[src/cmp_irq_pkg.sv]
package cmp_irq_pkg;

    // =====================================================================
    // APB register map (byte addresses)
    // =====================================================================
    localparam logic [7:0] ADDR_CMP_CTRL    = 8'h00;  // comparator_control_reg
    localparam logic [7:0] ADDR_FLAG2       = 8'h04;  // periph_flag_reg2
    localparam logic [7:0] ADDR_ENABLE2     = 8'h08;  // periph_enable_reg2
    localparam logic [7:0] ADDR_IRQ_CTRL    = 8'h0C;  // irq_control_reg
    localparam logic [7:0] ADDR_CONV_CTRL1  = 8'h10;  // converter_control_reg1
    localparam logic [7:0] ADDR_SLEEP_CTRL  = 8'h14;  // sleep control/status
    localparam logic [7:0] ADDR_IRQ_STATUS  = 8'h18;  // sticky event status
    localparam logic [7:0] ADDR_IRQ_MASK    = 8'h1C;  // event mask

    // =====================================================================
    // Field positions
    // =====================================================================
    localparam int OUT_ONE_BIT      = 6;   // comparator_one_output
    localparam int OUT_TWO_BIT      = 7;   // comparator_two_output
    localparam int CFG_LSB          = 0;   // comparator_config_field 2:0
    localparam int CFG_W            = 3;
    localparam int CHANGE_FLAG_BIT  = 6;   // comparator_change_flag
    localparam int CHANGE_EN_BIT    = 6;   // comparator_change_enable
    localparam int PERIPH_EN_BIT    = 6;   // periph_irq_enable
    localparam int GLOBAL_EN_BIT    = 7;   // global_irq_enable
    localparam int PORT_ANALOG_CONFIG_LSB         = 0;   // port_analog_config 3:0
    localparam int PORT_ANALOG_CONFIG_W           = 4;
    localparam int SLEEP_BIT        = 0;
    localparam int EVT_CHANGE_BIT   = 0;
    localparam int EVT_WAKE_BIT     = 1;
    localparam int EVT_W            = 2;

    // =====================================================================
    // Reset values
    // =====================================================================
    localparam logic [2:0] CFG_RESET     = 3'h7;   // Both comparators off
    localparam logic [2:0] CFG_OFF       = 3'h7;
    localparam logic [3:0] PORT_ANALOG_CONFIG_RESET    = 4'h0;   // All pins analog
    localparam logic [1:0] REF_RESET     = 2'h0;

    localparam int SYNC_STAGES = 3;

    typedef struct packed
    {
        logic       change_en;
        logic       periph_en;
        logic       global_en;
    } irq_enables_t;

endpackage

[src/cmp_sync.sv]
`timescale 1ns/1ps

// =====================================================================
// Three-stage input synchroniser with agreement filter
// =====================================================================
module cmp_sync
#(
    parameter int STAGES = 3
)
(
    input  wire logic clk,    // System clock
    input  wire logic reset,  // Synchronous reset
    input  wire logic din,    // Asynchronous input
    output logic      dout    // Filtered level
);

    logic [STAGES-1:0] sync_r;

    always_ff @(posedge clk)
    begin
        if (reset)
            sync_r <= '0;
        else
            sync_r <= {sync_r[STAGES-2:0], din};
    end

    // Change counts once last two stages agree
    always_ff @(posedge clk)
    begin
        if (reset)
            dout <= 1'b0;
        else if (sync_r[STAGES-1] == sync_r[STAGES-2])
            dout <= sync_r[STAGES-1];
    end

endmodule

[src/cmp_change_irq.sv]
`timescale 1ns/1ps

module comparator_change_interrupt
(
    input  wire logic        CLK,           // System clock, 125 MHz
    input  wire logic        RESET,         // Synchronous, active high
    input  wire logic        CMP_ONE_IN,    // Raw comparator one output
    input  wire logic        CMP_TWO_IN,    // Raw comparator two output
    input  wire logic [7:0]  PADDR,         // APB address
    input  wire logic        PSEL,          // APB select
    input  wire logic        PENABLE,       // APB enable
    input  wire logic        PWRITE,        // APB direction
    input  wire logic [31:0] PWDATA,        // APB write data
    output logic [31:0]      PRDATA,        // APB read data
    output logic             PREADY,        // APB ready
    output logic             PSLVERR,       // APB error
    output logic             IRQ_REQ,       // Comparator interrupt request
    output logic             WAKE_REQ,      // Wake-up from sleep
    output logic             CMP_ENABLE,    // Comparators powered
    output logic [3:0]       PORT_CFG,      // Port analog configuration
    output logic             IRQ            // Masked sticky event interrupt
);

    // =====================================================================
    // Synchronised comparator outputs
    // =====================================================================
    logic [1:0] live_out;

    cmp_sync #(.STAGES(cmp_irq_pkg::SYNC_STAGES)) u_sync_one
    (
        .clk   (CLK),
        .reset (RESET),
        .din   (CMP_ONE_IN),
        .dout  (live_out[0])
    );

    cmp_sync #(.STAGES(cmp_irq_pkg::SYNC_STAGES)) u_sync_two
    (
        .clk   (CLK),
        .reset (RESET),
        .din   (CMP_TWO_IN),
        .dout  (live_out[1])
    );

    // =====================================================================
    // APB decode
    // =====================================================================
    logic        access;
    logic        wr_en;
    logic        rd_en;
    logic        addr_ok;
    logic        ctrl_access;

    assign access      = PSEL && PENABLE && PREADY;
    assign wr_en       = access && PWRITE;
    assign rd_en       = access && !PWRITE;
    assign addr_ok     = (PADDR == cmp_irq_pkg::ADDR_CMP_CTRL)   || (PADDR == cmp_irq_pkg::ADDR_FLAG2)
                      || (PADDR == cmp_irq_pkg::ADDR_ENABLE2)    || (PADDR == cmp_irq_pkg::ADDR_IRQ_CTRL)
                      || (PADDR == cmp_irq_pkg::ADDR_CONV_CTRL1) || (PADDR == cmp_irq_pkg::ADDR_SLEEP_CTRL)
                      || (PADDR == cmp_irq_pkg::ADDR_IRQ_STATUS) || (PADDR == cmp_irq_pkg::ADDR_IRQ_MASK);
    assign ctrl_access = access && (PADDR == cmp_irq_pkg::ADDR_CMP_CTRL);

    // Ready in the second access cycle
    always_ff @(posedge CLK)
    begin
        if (RESET)
            PREADY <= 1'b0;
        else
            PREADY <= PSEL && PENABLE && !PREADY;
    end

    // =====================================================================
    // Registers
    // =====================================================================
    logic [2:0]                cfg_r;
    logic [3:0]                port_analog_config_r;
    logic                      change_flag_r;
    logic                      sleep_r;
    logic [1:0]                ref_r;
    logic [cmp_irq_pkg::EVT_W-1:0] status_r;
    logic [cmp_irq_pkg::EVT_W-1:0] mask_r;
    cmp_irq_pkg::irq_enables_t en_r;
    logic                      mismatch;
    logic                      wake_evt;
    logic                      req_nxt;

    // Control register: only software writes it; sleep exit never touches it
    always_ff @(posedge CLK)
    begin
        if (RESET)
            cfg_r <= cmp_irq_pkg::CFG_RESET;
        else if (wr_en && PADDR == cmp_irq_pkg::ADDR_CMP_CTRL)
            cfg_r <= PWDATA[cmp_irq_pkg::CFG_LSB +: cmp_irq_pkg::CFG_W];
    end

    always_ff @(posedge CLK)
    begin
        if (RESET)
            port_analog_config_r <= cmp_irq_pkg::PORT_ANALOG_CONFIG_RESET;
        else if (wr_en && PADDR == cmp_irq_pkg::ADDR_CONV_CTRL1)
            port_analog_config_r <= PWDATA[cmp_irq_pkg::PORT_ANALOG_CONFIG_LSB +: cmp_irq_pkg::PORT_ANALOG_CONFIG_W];
    end

    always_ff @(posedge CLK)
    begin
        if (RESET)
            en_r <= '0;
        else
        begin
            if (wr_en && PADDR == cmp_irq_pkg::ADDR_ENABLE2)
                en_r.change_en <= PWDATA[cmp_irq_pkg::CHANGE_EN_BIT];
            if (wr_en && PADDR == cmp_irq_pkg::ADDR_IRQ_CTRL)
            begin
                en_r.periph_en <= PWDATA[cmp_irq_pkg::PERIPH_EN_BIT];
                en_r.global_en <= PWDATA[cmp_irq_pkg::GLOBAL_EN_BIT];
            end
        end
    end

    // Sleep is entered by software, left on a wake request
    always_ff @(posedge CLK)
    begin
        if (RESET)
            sleep_r <= 1'b0;
        else if (WAKE_REQ)
            sleep_r <= 1'b0;
        else if (wr_en && PADDR == cmp_irq_pkg::ADDR_SLEEP_CTRL)
            sleep_r <= PWDATA[cmp_irq_pkg::SLEEP_BIT];
    end

    // =====================================================================
    // Mismatch detection
    // =====================================================================
    // Control register access reloads the reference; a change in that cycle is absorbed
    always_ff @(posedge CLK)
    begin
        if (RESET)
            ref_r <= cmp_irq_pkg::REF_RESET;
        else if (ctrl_access)
            ref_r <= live_out;
    end

    // Comparators off means no mismatch
    assign mismatch = (live_out != ref_r) && (cfg_r != cmp_irq_pkg::CFG_OFF) && !ctrl_access;

    // Sticky flag; hardware set wins over software clear
    always_ff @(posedge CLK)
    begin
        if (RESET)
            change_flag_r <= 1'b0;
        else if (mismatch)
            change_flag_r <= 1'b1;
        else if (wr_en && PADDR == cmp_irq_pkg::ADDR_FLAG2)
            change_flag_r <= PWDATA[cmp_irq_pkg::CHANGE_FLAG_BIT];
    end

    // =====================================================================
    // Request and wake-up
    // =====================================================================
    assign req_nxt  = change_flag_r && en_r.change_en && en_r.periph_en && en_r.global_en;
    assign wake_evt = sleep_r && change_flag_r && en_r.change_en && !WAKE_REQ;

    always_ff @(posedge CLK)
    begin
        if (RESET)
            IRQ_REQ <= 1'b0;
        else
            IRQ_REQ <= req_nxt;
    end

    always_ff @(posedge CLK)
    begin
        if (RESET)
            WAKE_REQ <= 1'b0;
        else
            WAKE_REQ <= wake_evt;
    end

    always_ff @(posedge CLK)
    begin
        if (RESET)
        begin
            CMP_ENABLE <= 1'b0;
            PORT_CFG   <= cmp_irq_pkg::PORT_ANALOG_CONFIG_RESET;
        end
        else
        begin
            CMP_ENABLE <= (cfg_r != cmp_irq_pkg::CFG_OFF);
            PORT_CFG   <= port_analog_config_r;
        end
    end

    // =====================================================================
    // Sticky event status, mask, interrupt
    // =====================================================================
    logic [cmp_irq_pkg::EVT_W-1:0] evt;
    logic [cmp_irq_pkg::EVT_W-1:0] w1c;

    assign evt = {wake_evt, mismatch && !change_flag_r};
    assign w1c = (wr_en && PADDR == cmp_irq_pkg::ADDR_IRQ_STATUS) ? PWDATA[cmp_irq_pkg::EVT_W-1:0] : '0;

    always_ff @(posedge CLK)
    begin
        if (RESET)
            status_r <= '0;
        else
            status_r <= (status_r & ~w1c) | evt;
    end

    always_ff @(posedge CLK)
    begin
        if (RESET)
            mask_r <= '0;
        else if (wr_en && PADDR == cmp_irq_pkg::ADDR_IRQ_MASK)
            mask_r <= PWDATA[cmp_irq_pkg::EVT_W-1:0];
    end

    always_ff @(posedge CLK)
    begin
        if (RESET)
            IRQ <= 1'b0;
        else
            IRQ <= |(((status_r & ~w1c) | evt) & mask_r);
    end

    // =====================================================================
    // Read data
    // =====================================================================
    logic [31:0] rd_mux;

    always_comb
    begin
        rd_mux = 32'h0000_0000;
        case (PADDR)
            cmp_irq_pkg::ADDR_CMP_CTRL:
            begin
                rd_mux[cmp_irq_pkg::OUT_ONE_BIT] = live_out[0];
                rd_mux[cmp_irq_pkg::OUT_TWO_BIT] = live_out[1];
                rd_mux[cmp_irq_pkg::CFG_LSB +: cmp_irq_pkg::CFG_W] = cfg_r;
            end
            cmp_irq_pkg::ADDR_FLAG2:      rd_mux[cmp_irq_pkg::CHANGE_FLAG_BIT] = change_flag_r;
            cmp_irq_pkg::ADDR_ENABLE2:    rd_mux[cmp_irq_pkg::CHANGE_EN_BIT] = en_r.change_en;
            cmp_irq_pkg::ADDR_IRQ_CTRL:
            begin
                rd_mux[cmp_irq_pkg::PERIPH_EN_BIT] = en_r.periph_en;
                rd_mux[cmp_irq_pkg::GLOBAL_EN_BIT] = en_r.global_en;
            end
            cmp_irq_pkg::ADDR_CONV_CTRL1: rd_mux[cmp_irq_pkg::PORT_ANALOG_CONFIG_LSB +: cmp_irq_pkg::PORT_ANALOG_CONFIG_W] = port_analog_config_r;
            cmp_irq_pkg::ADDR_SLEEP_CTRL: rd_mux[cmp_irq_pkg::SLEEP_BIT] = sleep_r;
            cmp_irq_pkg::ADDR_IRQ_STATUS: rd_mux[cmp_irq_pkg::EVT_W-1:0] = status_r;
            cmp_irq_pkg::ADDR_IRQ_MASK:   rd_mux[cmp_irq_pkg::EVT_W-1:0] = mask_r;
            default:                      rd_mux = 32'h0000_0000;
        endcase
    end

    always_ff @(posedge CLK)
    begin
        if (RESET)
        begin
            PRDATA  <= 32'h0000_0000;
            PSLVERR <= 1'b0;
        end
        else
        begin
            PRDATA  <= (PSEL && PENABLE && !PREADY && !PWRITE) ? rd_mux : 32'h0000_0000;
            PSLVERR <= PSEL && PENABLE && !PREADY && !addr_ok;
        end
    end

    // =====================================================================
    // Assertions
    // =====================================================================
    a_flag_sets: assert property (@(posedge CLK) disable iff (RESET)
        mismatch |=> change_flag_r)
        else $error("change flag not set on mismatch");

    a_flag_sticky: assert property (@(posedge CLK) disable iff (RESET)
        (change_flag_r && !(wr_en && PADDR == cmp_irq_pkg::ADDR_FLAG2)) |=> change_flag_r)
        else $error("change flag cleared without software write");

    a_sw_set: assert property (@(posedge CLK) disable iff (RESET)
        (wr_en && PADDR == cmp_irq_pkg::ADDR_FLAG2 && PWDATA[cmp_irq_pkg::CHANGE_FLAG_BIT]) |=> change_flag_r)
        else $error("software set of change flag lost");

    a_req_gate: assert property (@(posedge CLK) disable iff (RESET)
        IRQ_REQ == $past(change_flag_r && en_r.change_en && en_r.periph_en && en_r.global_en))
        else $error("interrupt request does not follow enables");

    a_flag_noen: assert property (@(posedge CLK) disable iff (RESET)
        (mismatch && !en_r.global_en) |=> (change_flag_r && !IRQ_REQ))
        else $error("flag not set while disabled");

    a_ref_reload: assert property (@(posedge CLK) disable iff (RESET)
        ctrl_access |=> (ref_r == $past(live_out)))
        else $error("reference not reloaded on access");

    a_wake_req: assert property (@(posedge CLK) disable iff (RESET)
        (sleep_r && change_flag_r && en_r.change_en) |-> ##[0:1] WAKE_REQ ##1 !sleep_r)
        else $error("no wake-up from sleep");

    a_cfg_kept: assert property (@(posedge CLK) disable iff (RESET)
        ($fell(sleep_r) && !$past(wr_en && PADDR == cmp_irq_pkg::ADDR_CMP_CTRL)) |-> $stable(cfg_r))
        else $error("control register changed on wake");

    a_reset_cfg: assert property (@(posedge CLK)
        RESET |=> (cfg_r == cmp_irq_pkg::CFG_RESET && port_analog_config_r == cmp_irq_pkg::PORT_ANALOG_CONFIG_RESET))
        else $error("reset values not loaded");

endmodule

[config.mk]
export PLATFORM = sky130hd
export DESIGN_NAME = comparator_change_interrupt
export DESIGN_NICKNAME = d
export VERILOG_FILES = /design/src/cmp_irq_pkg.sv /design/src/cmp_sync.sv /design/src/cmp_change_irq.sv
export SDC_FILE = /design/constraint.sdc
export NUM_CORES = 1
export LEC_CHECK = 0
export ABC_CLOCK_PERIOD_IN_PS = 3700
export BUFFER_PORTS_ARGS = -buffer_cell sky130_fd_sc_hd__clkbuf_2
export CAP_MARGIN = 20
export CORE_UTILIZATION = 49
export CTS_CLUSTER_DIAMETER = 30
export DETAILED_ROUTE_END_ITERATION = 16
export HOLD_SLACK_MARGIN = 0.15
export PLACE_DENSITY = 0.86
export SLEW_MARGIN = 0
export SYNTH_ARGS = -nofsm -noshare
export SYNTH_HDL_FRONTEND = slang
export SYNTH_HIERARCHICAL = 1
export SYNTH_SLANG_ARGS = --single-unit
[constraint.sdc]
create_clock -name CLK -period 3.7 [get_ports CLK]
set_input_delay 0.185 -clock CLK [delete_from_list [all_inputs] [get_ports CLK]]
set_output_delay 0.185 -clock CLK [all_outputs]
set_load 0.005 [all_outputs]
==> impl_metrics.tcl, run 1 <==
set metrics [dict create \
    cp_max_fo 6 \
    rsz0062_at_grt "no" \
    ff2ff_setup_slack_ps 1990 \
    hp-class "input pin to flip-flop" \
    die-area_sq_um 4080 \
    synth-compound-area-share 0.0634 \
    rows 22 \
    final_common_cell "dfxtp_1" \
    nets 282 \
    core-area_sq_um 3660 \
    synth_mux_area_frac 0.120 \
    drv_slew 0 \
    nFillCells 333 \
    holdCritStartpoint "PENABLE" \
    maxCapViolCount 0 \
    cts_buffer_depth 2 \
    fmax_ghz 0.583 \
    syn_area_sq_um 1880 \
    endpoint_kind "flip-flop" \
    vias 1426 \
    final_cell_mix "dfxtp_1, clkbuf_2, conb_1" \
    required_ps 3910 \
    timing.rr.end "PRDATA[1]" \
    syn-instance-count 193 \
    reg2reg_from "PREADY" \
    area_growth_pct 14.6 \
    yosys_warnings 6 \
    cp_top_family "simple AND/OR/NAND/NOR gates" \
    arrival_ps 1920 \
    outcome "finished clean" \
    wl_mm 3.39 \
    maxSlewHeadroom 0.446 \
    synth_top_family_by_area "simple AND/OR/NAND/NOR gates" \
    fin_skew_ps 12.6 \
    cts_tree "done" \
    cts.repair.resized 0 \
    max-vdd-ir-drop_mv 0.251 \
    critPathLaunchType "flip-flop" \
    grt_max_degree 33 \
    cpMaxStageDelayCell "or4_1" \
    dpl.cell_count 271 \
    hold_slack_ps 169 \
    die_w_um 63.9 \
    io_pins 89 \
    drc_errors 0 \
    fin_crit_sh 0.463 \
    clkSinkCount 42 \
    synth_fa_ha_area_frac 0 \
    die-height_um 63.9 \
    firstDrtPassIters 4 \
    fin_area_sq_um 2150 \
    path_clk_slew_ps 80 \
    crit_buf_inv 0 \
    setup_viol 0 \
    grt_pass1_wl_mm 5.53 \
    yosysSeqAreaShare 0.448 \
    cts-root-buf "clkbuf_8" \
    postRouteAntennaNets 0 \
    worstSkewPairLatency_ps 300 \
    cts_max_level 2 \
    numPortBuffers 36 \
    hold_end "PREADY" \
    cts.repair_timing.setup_buffer_count 0 \
    drtIter0Drc 62 \
    drive_above_1_share 0.229 \
    grt_pass1_vias 1240 \
    insertedDiodeCount 0 \
    critical_path.max_stage_delay_ps 590 \
    yosys.area_share.simple 0.225 \
    grt_overflow_total 0 \
    tightestPinTransition_ps 823 \
    period_needed_ps 1710 \
    setup_tns_ps 0 \
    viasPerCell 5.02 \
    synthXorXnorAreaFrac 0.00934 \
    antenna_found_initial 0 \
    p_leak_nw 0.887 \
    start_util 0.512 \
    syn_avg_cell_area_sq_um 9.72 \
    path_cells "or4_1 -> or3_1 -> nor4_1" \
    instances_no_fill 284 \
    cts_hold_buf 5 \
    hpwl_mm 2.44 \
    groute.usage.overall 0.181 \
    reg2regPathDepth 3 \
    cts_buffers 5 \
    synth_seq_cells 42 \
    dpl-instance-area_sq_um 1990 \
    hold_viol_final 0 \
    power_density_nw_per_um2 401 \
    path_class "flip-flop to flip-flop" \
    hold_depth 3 \
    synth_cell_types 39 \
    wire_per_inst_um 11.9 \
    gp_congestion 0.896 \
]
[stage by stage]
stage                     setup WS [ps]   util  total power (W)
after floorplan                    2030      -         0.000514
after global placement             1880  0.544         0.000515
after detailed placement           1880  0.544         0.000516
after CTS                          2020  0.587         0.000869
after global routing               1900  0.587         0.000895
final                              1990  0.587         0.000862
[synth_stat cells (all sizes together)]
| master | n | area share |
|---|---|---|
| nor4b | 4 | 0.019 |
| conb | 1 | 0.0020 |
| mux2i | 18 | 0.096 |
| nor3 | 7 | 0.021 |
| mux2 | 2 | 0.012 |
| o21ai | 3 | 0.0080 |
| and4 | 1 | 0.0047 |
| a31o | 1 | 0.0047 |
| nand3 | 6 | 0.016 |
| nand4 | 3 | 0.010 |
| nor4 | 4 | 0.021 |
| clkbuf | 4 | 0.0080 |
| or3 | 4 | 0.016 |
| inv | 4 | 0.0080 |
| and3 | 1 | 0.0033 |
| nor3b | 1 | 0.0040 |
| o31a | 1 | 0.0047 |
| mux4 | 1 | 0.012 |
| xnor2 | 2 | 0.0093 |
| or4 | 3 | 0.014 |
| nor2b | 10 | 0.033 |
| dfxtp | 42 | 0.45 |
| a32oi | 2 | 0.013 |
| o2bb2ai | 1 | 0.0047 |
| a31oi | 2 | 0.0067 |
| nor2 | 14 | 0.028 |
| and4bb | 1 | 0.0067 |
| nand2 | 14 | 0.028 |
| buf | 29 | 0.12 |
| a21oi | 5 | 0.013 |
| a22oi | 2 | 0.0080 |
[worst max path at each step]
stage,start,to,slack (ps),depth (start not counted)
6_report,PREADY,PRDATA[1],1990,3
5_1_grt,PREADY,PRDATA[1],1900,3
4_1_cts,PREADY,PRDATA[1],2020,3
3_5_place_dp,PADDR[3],IRQ,1880,5
3_3_place_gp,RESET,PRDATA[1],1880,5
2_1_floorplan,PADDR[2],IRQ,2030,6
[routing by layer]
| layer | track usage | vias to the layer above | wire length [um] |
|---|---|---|---|
| met2 | 0.283 | 64 | 1540 |
| met4 | 0.116 | 0 | 96 |
| li1 | - | 709 | - |
| met5 | 0 | - | 0 |
| met3 | 0.0679 | 12 | 229 |
| met1 | 0.206 | 641 | 1520 |
[sequential cells by signal, summed over array words and instances, names as in the netlist, 2 cells and up]
name                  cells
en_r                      3
mask_r                    2
u_sync_two/sync_r         3
PRDATA                    6
status_r                  2
cfg_r                     3
port_analog_config_r      4
PORT_CFG                  4
ref_r                     2
u_sync_one/sync_r         3
[final cells by class]
cell class,count,area (sq um),area share
Sequential cell,42,841,0.391
Tap cell,48,60.1,0.0279
Multi-Input combinational cell,139,882,0.410
Clock buffer,7,76.3,0.0355
Clock inverter,1,30.0,0.0140
Inverter,4,15.0,0.00698
Timing Repair Buffer,43,245,0.114
[cell families (layout without fill, tap and decap cells)]
logic type | after synthesis | in the layout
flip-flops | 42 | 42
AO/OA/AOI/OAI | 17 | 17
AND/OR/NAND/NOR | 73 | 73
XOR/XNOR | 2 | 2
other | 1 | 26
multiplexers | 21 | 21
buffers and inverters | 37 | 55
[where the power goes]
part	internal, W	switching (W)
sequential	0.000455	0.00000164
clock	0.000202	0.000149
combinational	0.0000205	0.0000335
total	0.000678	0.000184
[tightest hold or removal path: stages]
cell	delay, ps
clkbuf_2	110
nand2_1	80
nor3_1	50
Note: power is estimated with default switching activity, not from simulation.
==> run 2: changes to the inputs <==
- ABC_CLOCK_PERIOD_IN_PS: 3700 -> 1400
- CORE_UTILIZATION: 49 -> 41
- PLACE_DENSITY: 0.86 -> 0.77
- clock period: 3.7 -> 1.4 ns (I/O delays scaled with it)
==> impl_metrics.tcl, run 2 (synthesis gave the netlist of run 1 again) <==
set metrics [dict create \
    final_util 0.544 \
    cts_max_level 2 \
    required_ps 1610 \
    period_needed_ps 1440 \
    antenna_found_initial 0 \
    area_growth_pct 27.2 \
    clkSinkCount 42 \
    power_switching_share 0.228 \
    worst_slack_ps -42.7 \
    fin_crit_sh 1.03 \
    critPathLaunchType "flip-flop" \
    fmax_ghz 0.693 \
    firstDrtPassIters 4 \
    hold_viol_final 0 \
    die_w_um 69.6 \
    die-area_sq_um 4850 \
    arrival_ps 1650 \
    nets 310 \
    worstSkewPairLatency_ps 290 \
    power_density_nw_per_um2 890 \
    cts_tree "done" \
    hpwl_mm 2.83 \
    top_register "PRDATA" \
    final_common_cell "dfxtp_1" \
    path_clk_slew_ps 70 \
    path_class "flip-flop to flip-flop" \
    grt_pass1_wl_mm 6.35 \
    nFillCells 416 \
    die-height_um 69.6 \
    wire_per_inst_um 12.4 \
    viasPerCell 4.79 \
    path_cells "or4_4 -> or3_4 -> nor4_4" \
    start_util 0.428 \
    wl_mm 3.89 \
    cts_buffer_depth 2 \
    drtIter0Drc 57 \
    endpoint_kind "flip-flop" \
    grt_overflow_total 0 \
    p_leak_nw 1.01 \
    maxCapViolCount 0 \
    dpl-instance-area_sq_um 2180 \
    critical_path.max_stage_delay_ps 480 \
    fin_skew_ps 5.07 \
    internal_power_w 0.00164 \
    final_cell_mix "dfxtp_1, clkbuf_2, conb_1" \
    reg2regPathDepth 3 \
    grt_max_degree 20 \
    cp_max_fo 5 \
    io_pins 89 \
    rows 24 \
    core-area_sq_um 4380 \
    hp-class "input pin to flip-flop" \
    outcome "finished with violations" \
    p_sw_w 0.000484 \
    drv_slew 0 \
    p_clk_frac 0.338 \
    violations "negative setup slack" \
    drive_above_1_share 0.312 \
    numPortBuffers 36 \
    insertedDiodeCount 0 \
    gp_congestion 0.833 \
    drc_errors 0 \
    fin_area_sq_um 2390 \
    groute.usage.overall 0.167 \
    p_comb_frac 0.093 \
    cts_buffers 5 \
    rsz0062_at_grt "yes" \
    seqPwrFrac 0.569 \
    cts-root-buf "clkbuf_8" \
    postRouteAntennaNets 0 \
    grt_pass1_vias 1405 \
    cts.repair_timing.setup_buffer_count 0 \
    largest_reg_flops 6 \
    biggestRegsByFlops "PRDATA x6, PORT_CFG x4, port_analog_config_r x4" \
    hold_depth 3 \
    setup_viol 4 \
    max-vdd-ir-drop_mv 0.376 \
    vias 1509 \
    cpMaxStageDelayCell "or4_4" \
]
==> run 2: cell types whose count changed in the layout (fill, tap and decap cells not counted), moves of 2 or more <==
cell           previous run  this run
dlygate4sd3_1             5        11
or4_4                     1         3
buf_4                     2        24
or4_1                     2         0
==> run 2: metal layers <==
layer / track usage / vias to the layer above / share of wire
met3: 0.0392 / 5 / 0.042
li1: - / 764 / -
met1: 0.202 / 696 / 0.46
met4: 0.0667 / 0 / 0.016
met2: 0.284 / 44 / 0.49
met5: 0 / - / 0
==> run 2: area by class of cell <==
class                   instances  area [sq um]  area share
multi-input cells             139           917       0.384
clock buffers                   7          76.3      0.0320
flip-flops and latches         42           842       0.353
repair buffers                 71           470       0.197
inverters                       4          15.0     0.00629
well taps                      52          65.1      0.0273
==> run 2: worst max-delay path: cells and delay by family (launching register included) <==
family	cells	cell delay (ps)
flops	1	350
simple gates	3	1010
==> run 2: path summary, 6_finish.rpt <==
path | startpoint | end | slack, ps
setup / recovery | PREADY | PRDATA[1] | -40
setup reg to reg | PREADY | PRDATA[1] | -40
hold / removal | PADDR[0] | PSLVERR | 160
hold reg to reg | u_sync_one/sync_r[0] | u_sync_one/sync_r[1] | 440
==> run 2: repair_timing <==
item,in CTS,in global routing
gates resized for setup,3,1
endpoints found under the setup margin,6,8
pin swaps,1,2
hold buffers,11,0
hold endpoints to repair,19,0
==> run 2: through the flow <==
| stage | setup slack, ps | setup TNS [ps] | hold slack [ps] | total power [W] | instances |
|---|---|---|---|---|---|
| finish | -42.7 | -69.1 | 163 | 0.00212 | 315 |
| global route | -96.0 | -371 | 189 | 0.00220 | 315 |
| CTS | -42.2 | -47.3 | 158 | 0.00214 | 315 |
| detailed placement | -182 | -1210 | 287 | 0.00140 | 297 |
| global placement | -107 | -906 | 281 | 0.00140 | 297 |
| floorplan | -26.7 | -85.3 | 139 | 0.00136 | 218 |
==> run 2: power groups by stage <==
stage	registers, W	clock network, W	logic [W]
6_report	0.00121	0.000719	0.000197
5_1_grt	0.00121	0.000771	0.000216
4_1_cts	0.00121	0.000738	0.000195
3_5_place_dp	0.00124	0	0.000169
3_3_place_gp	0.00124	0	0.000167
2_1_floorplan	0.00123	0	0.000130
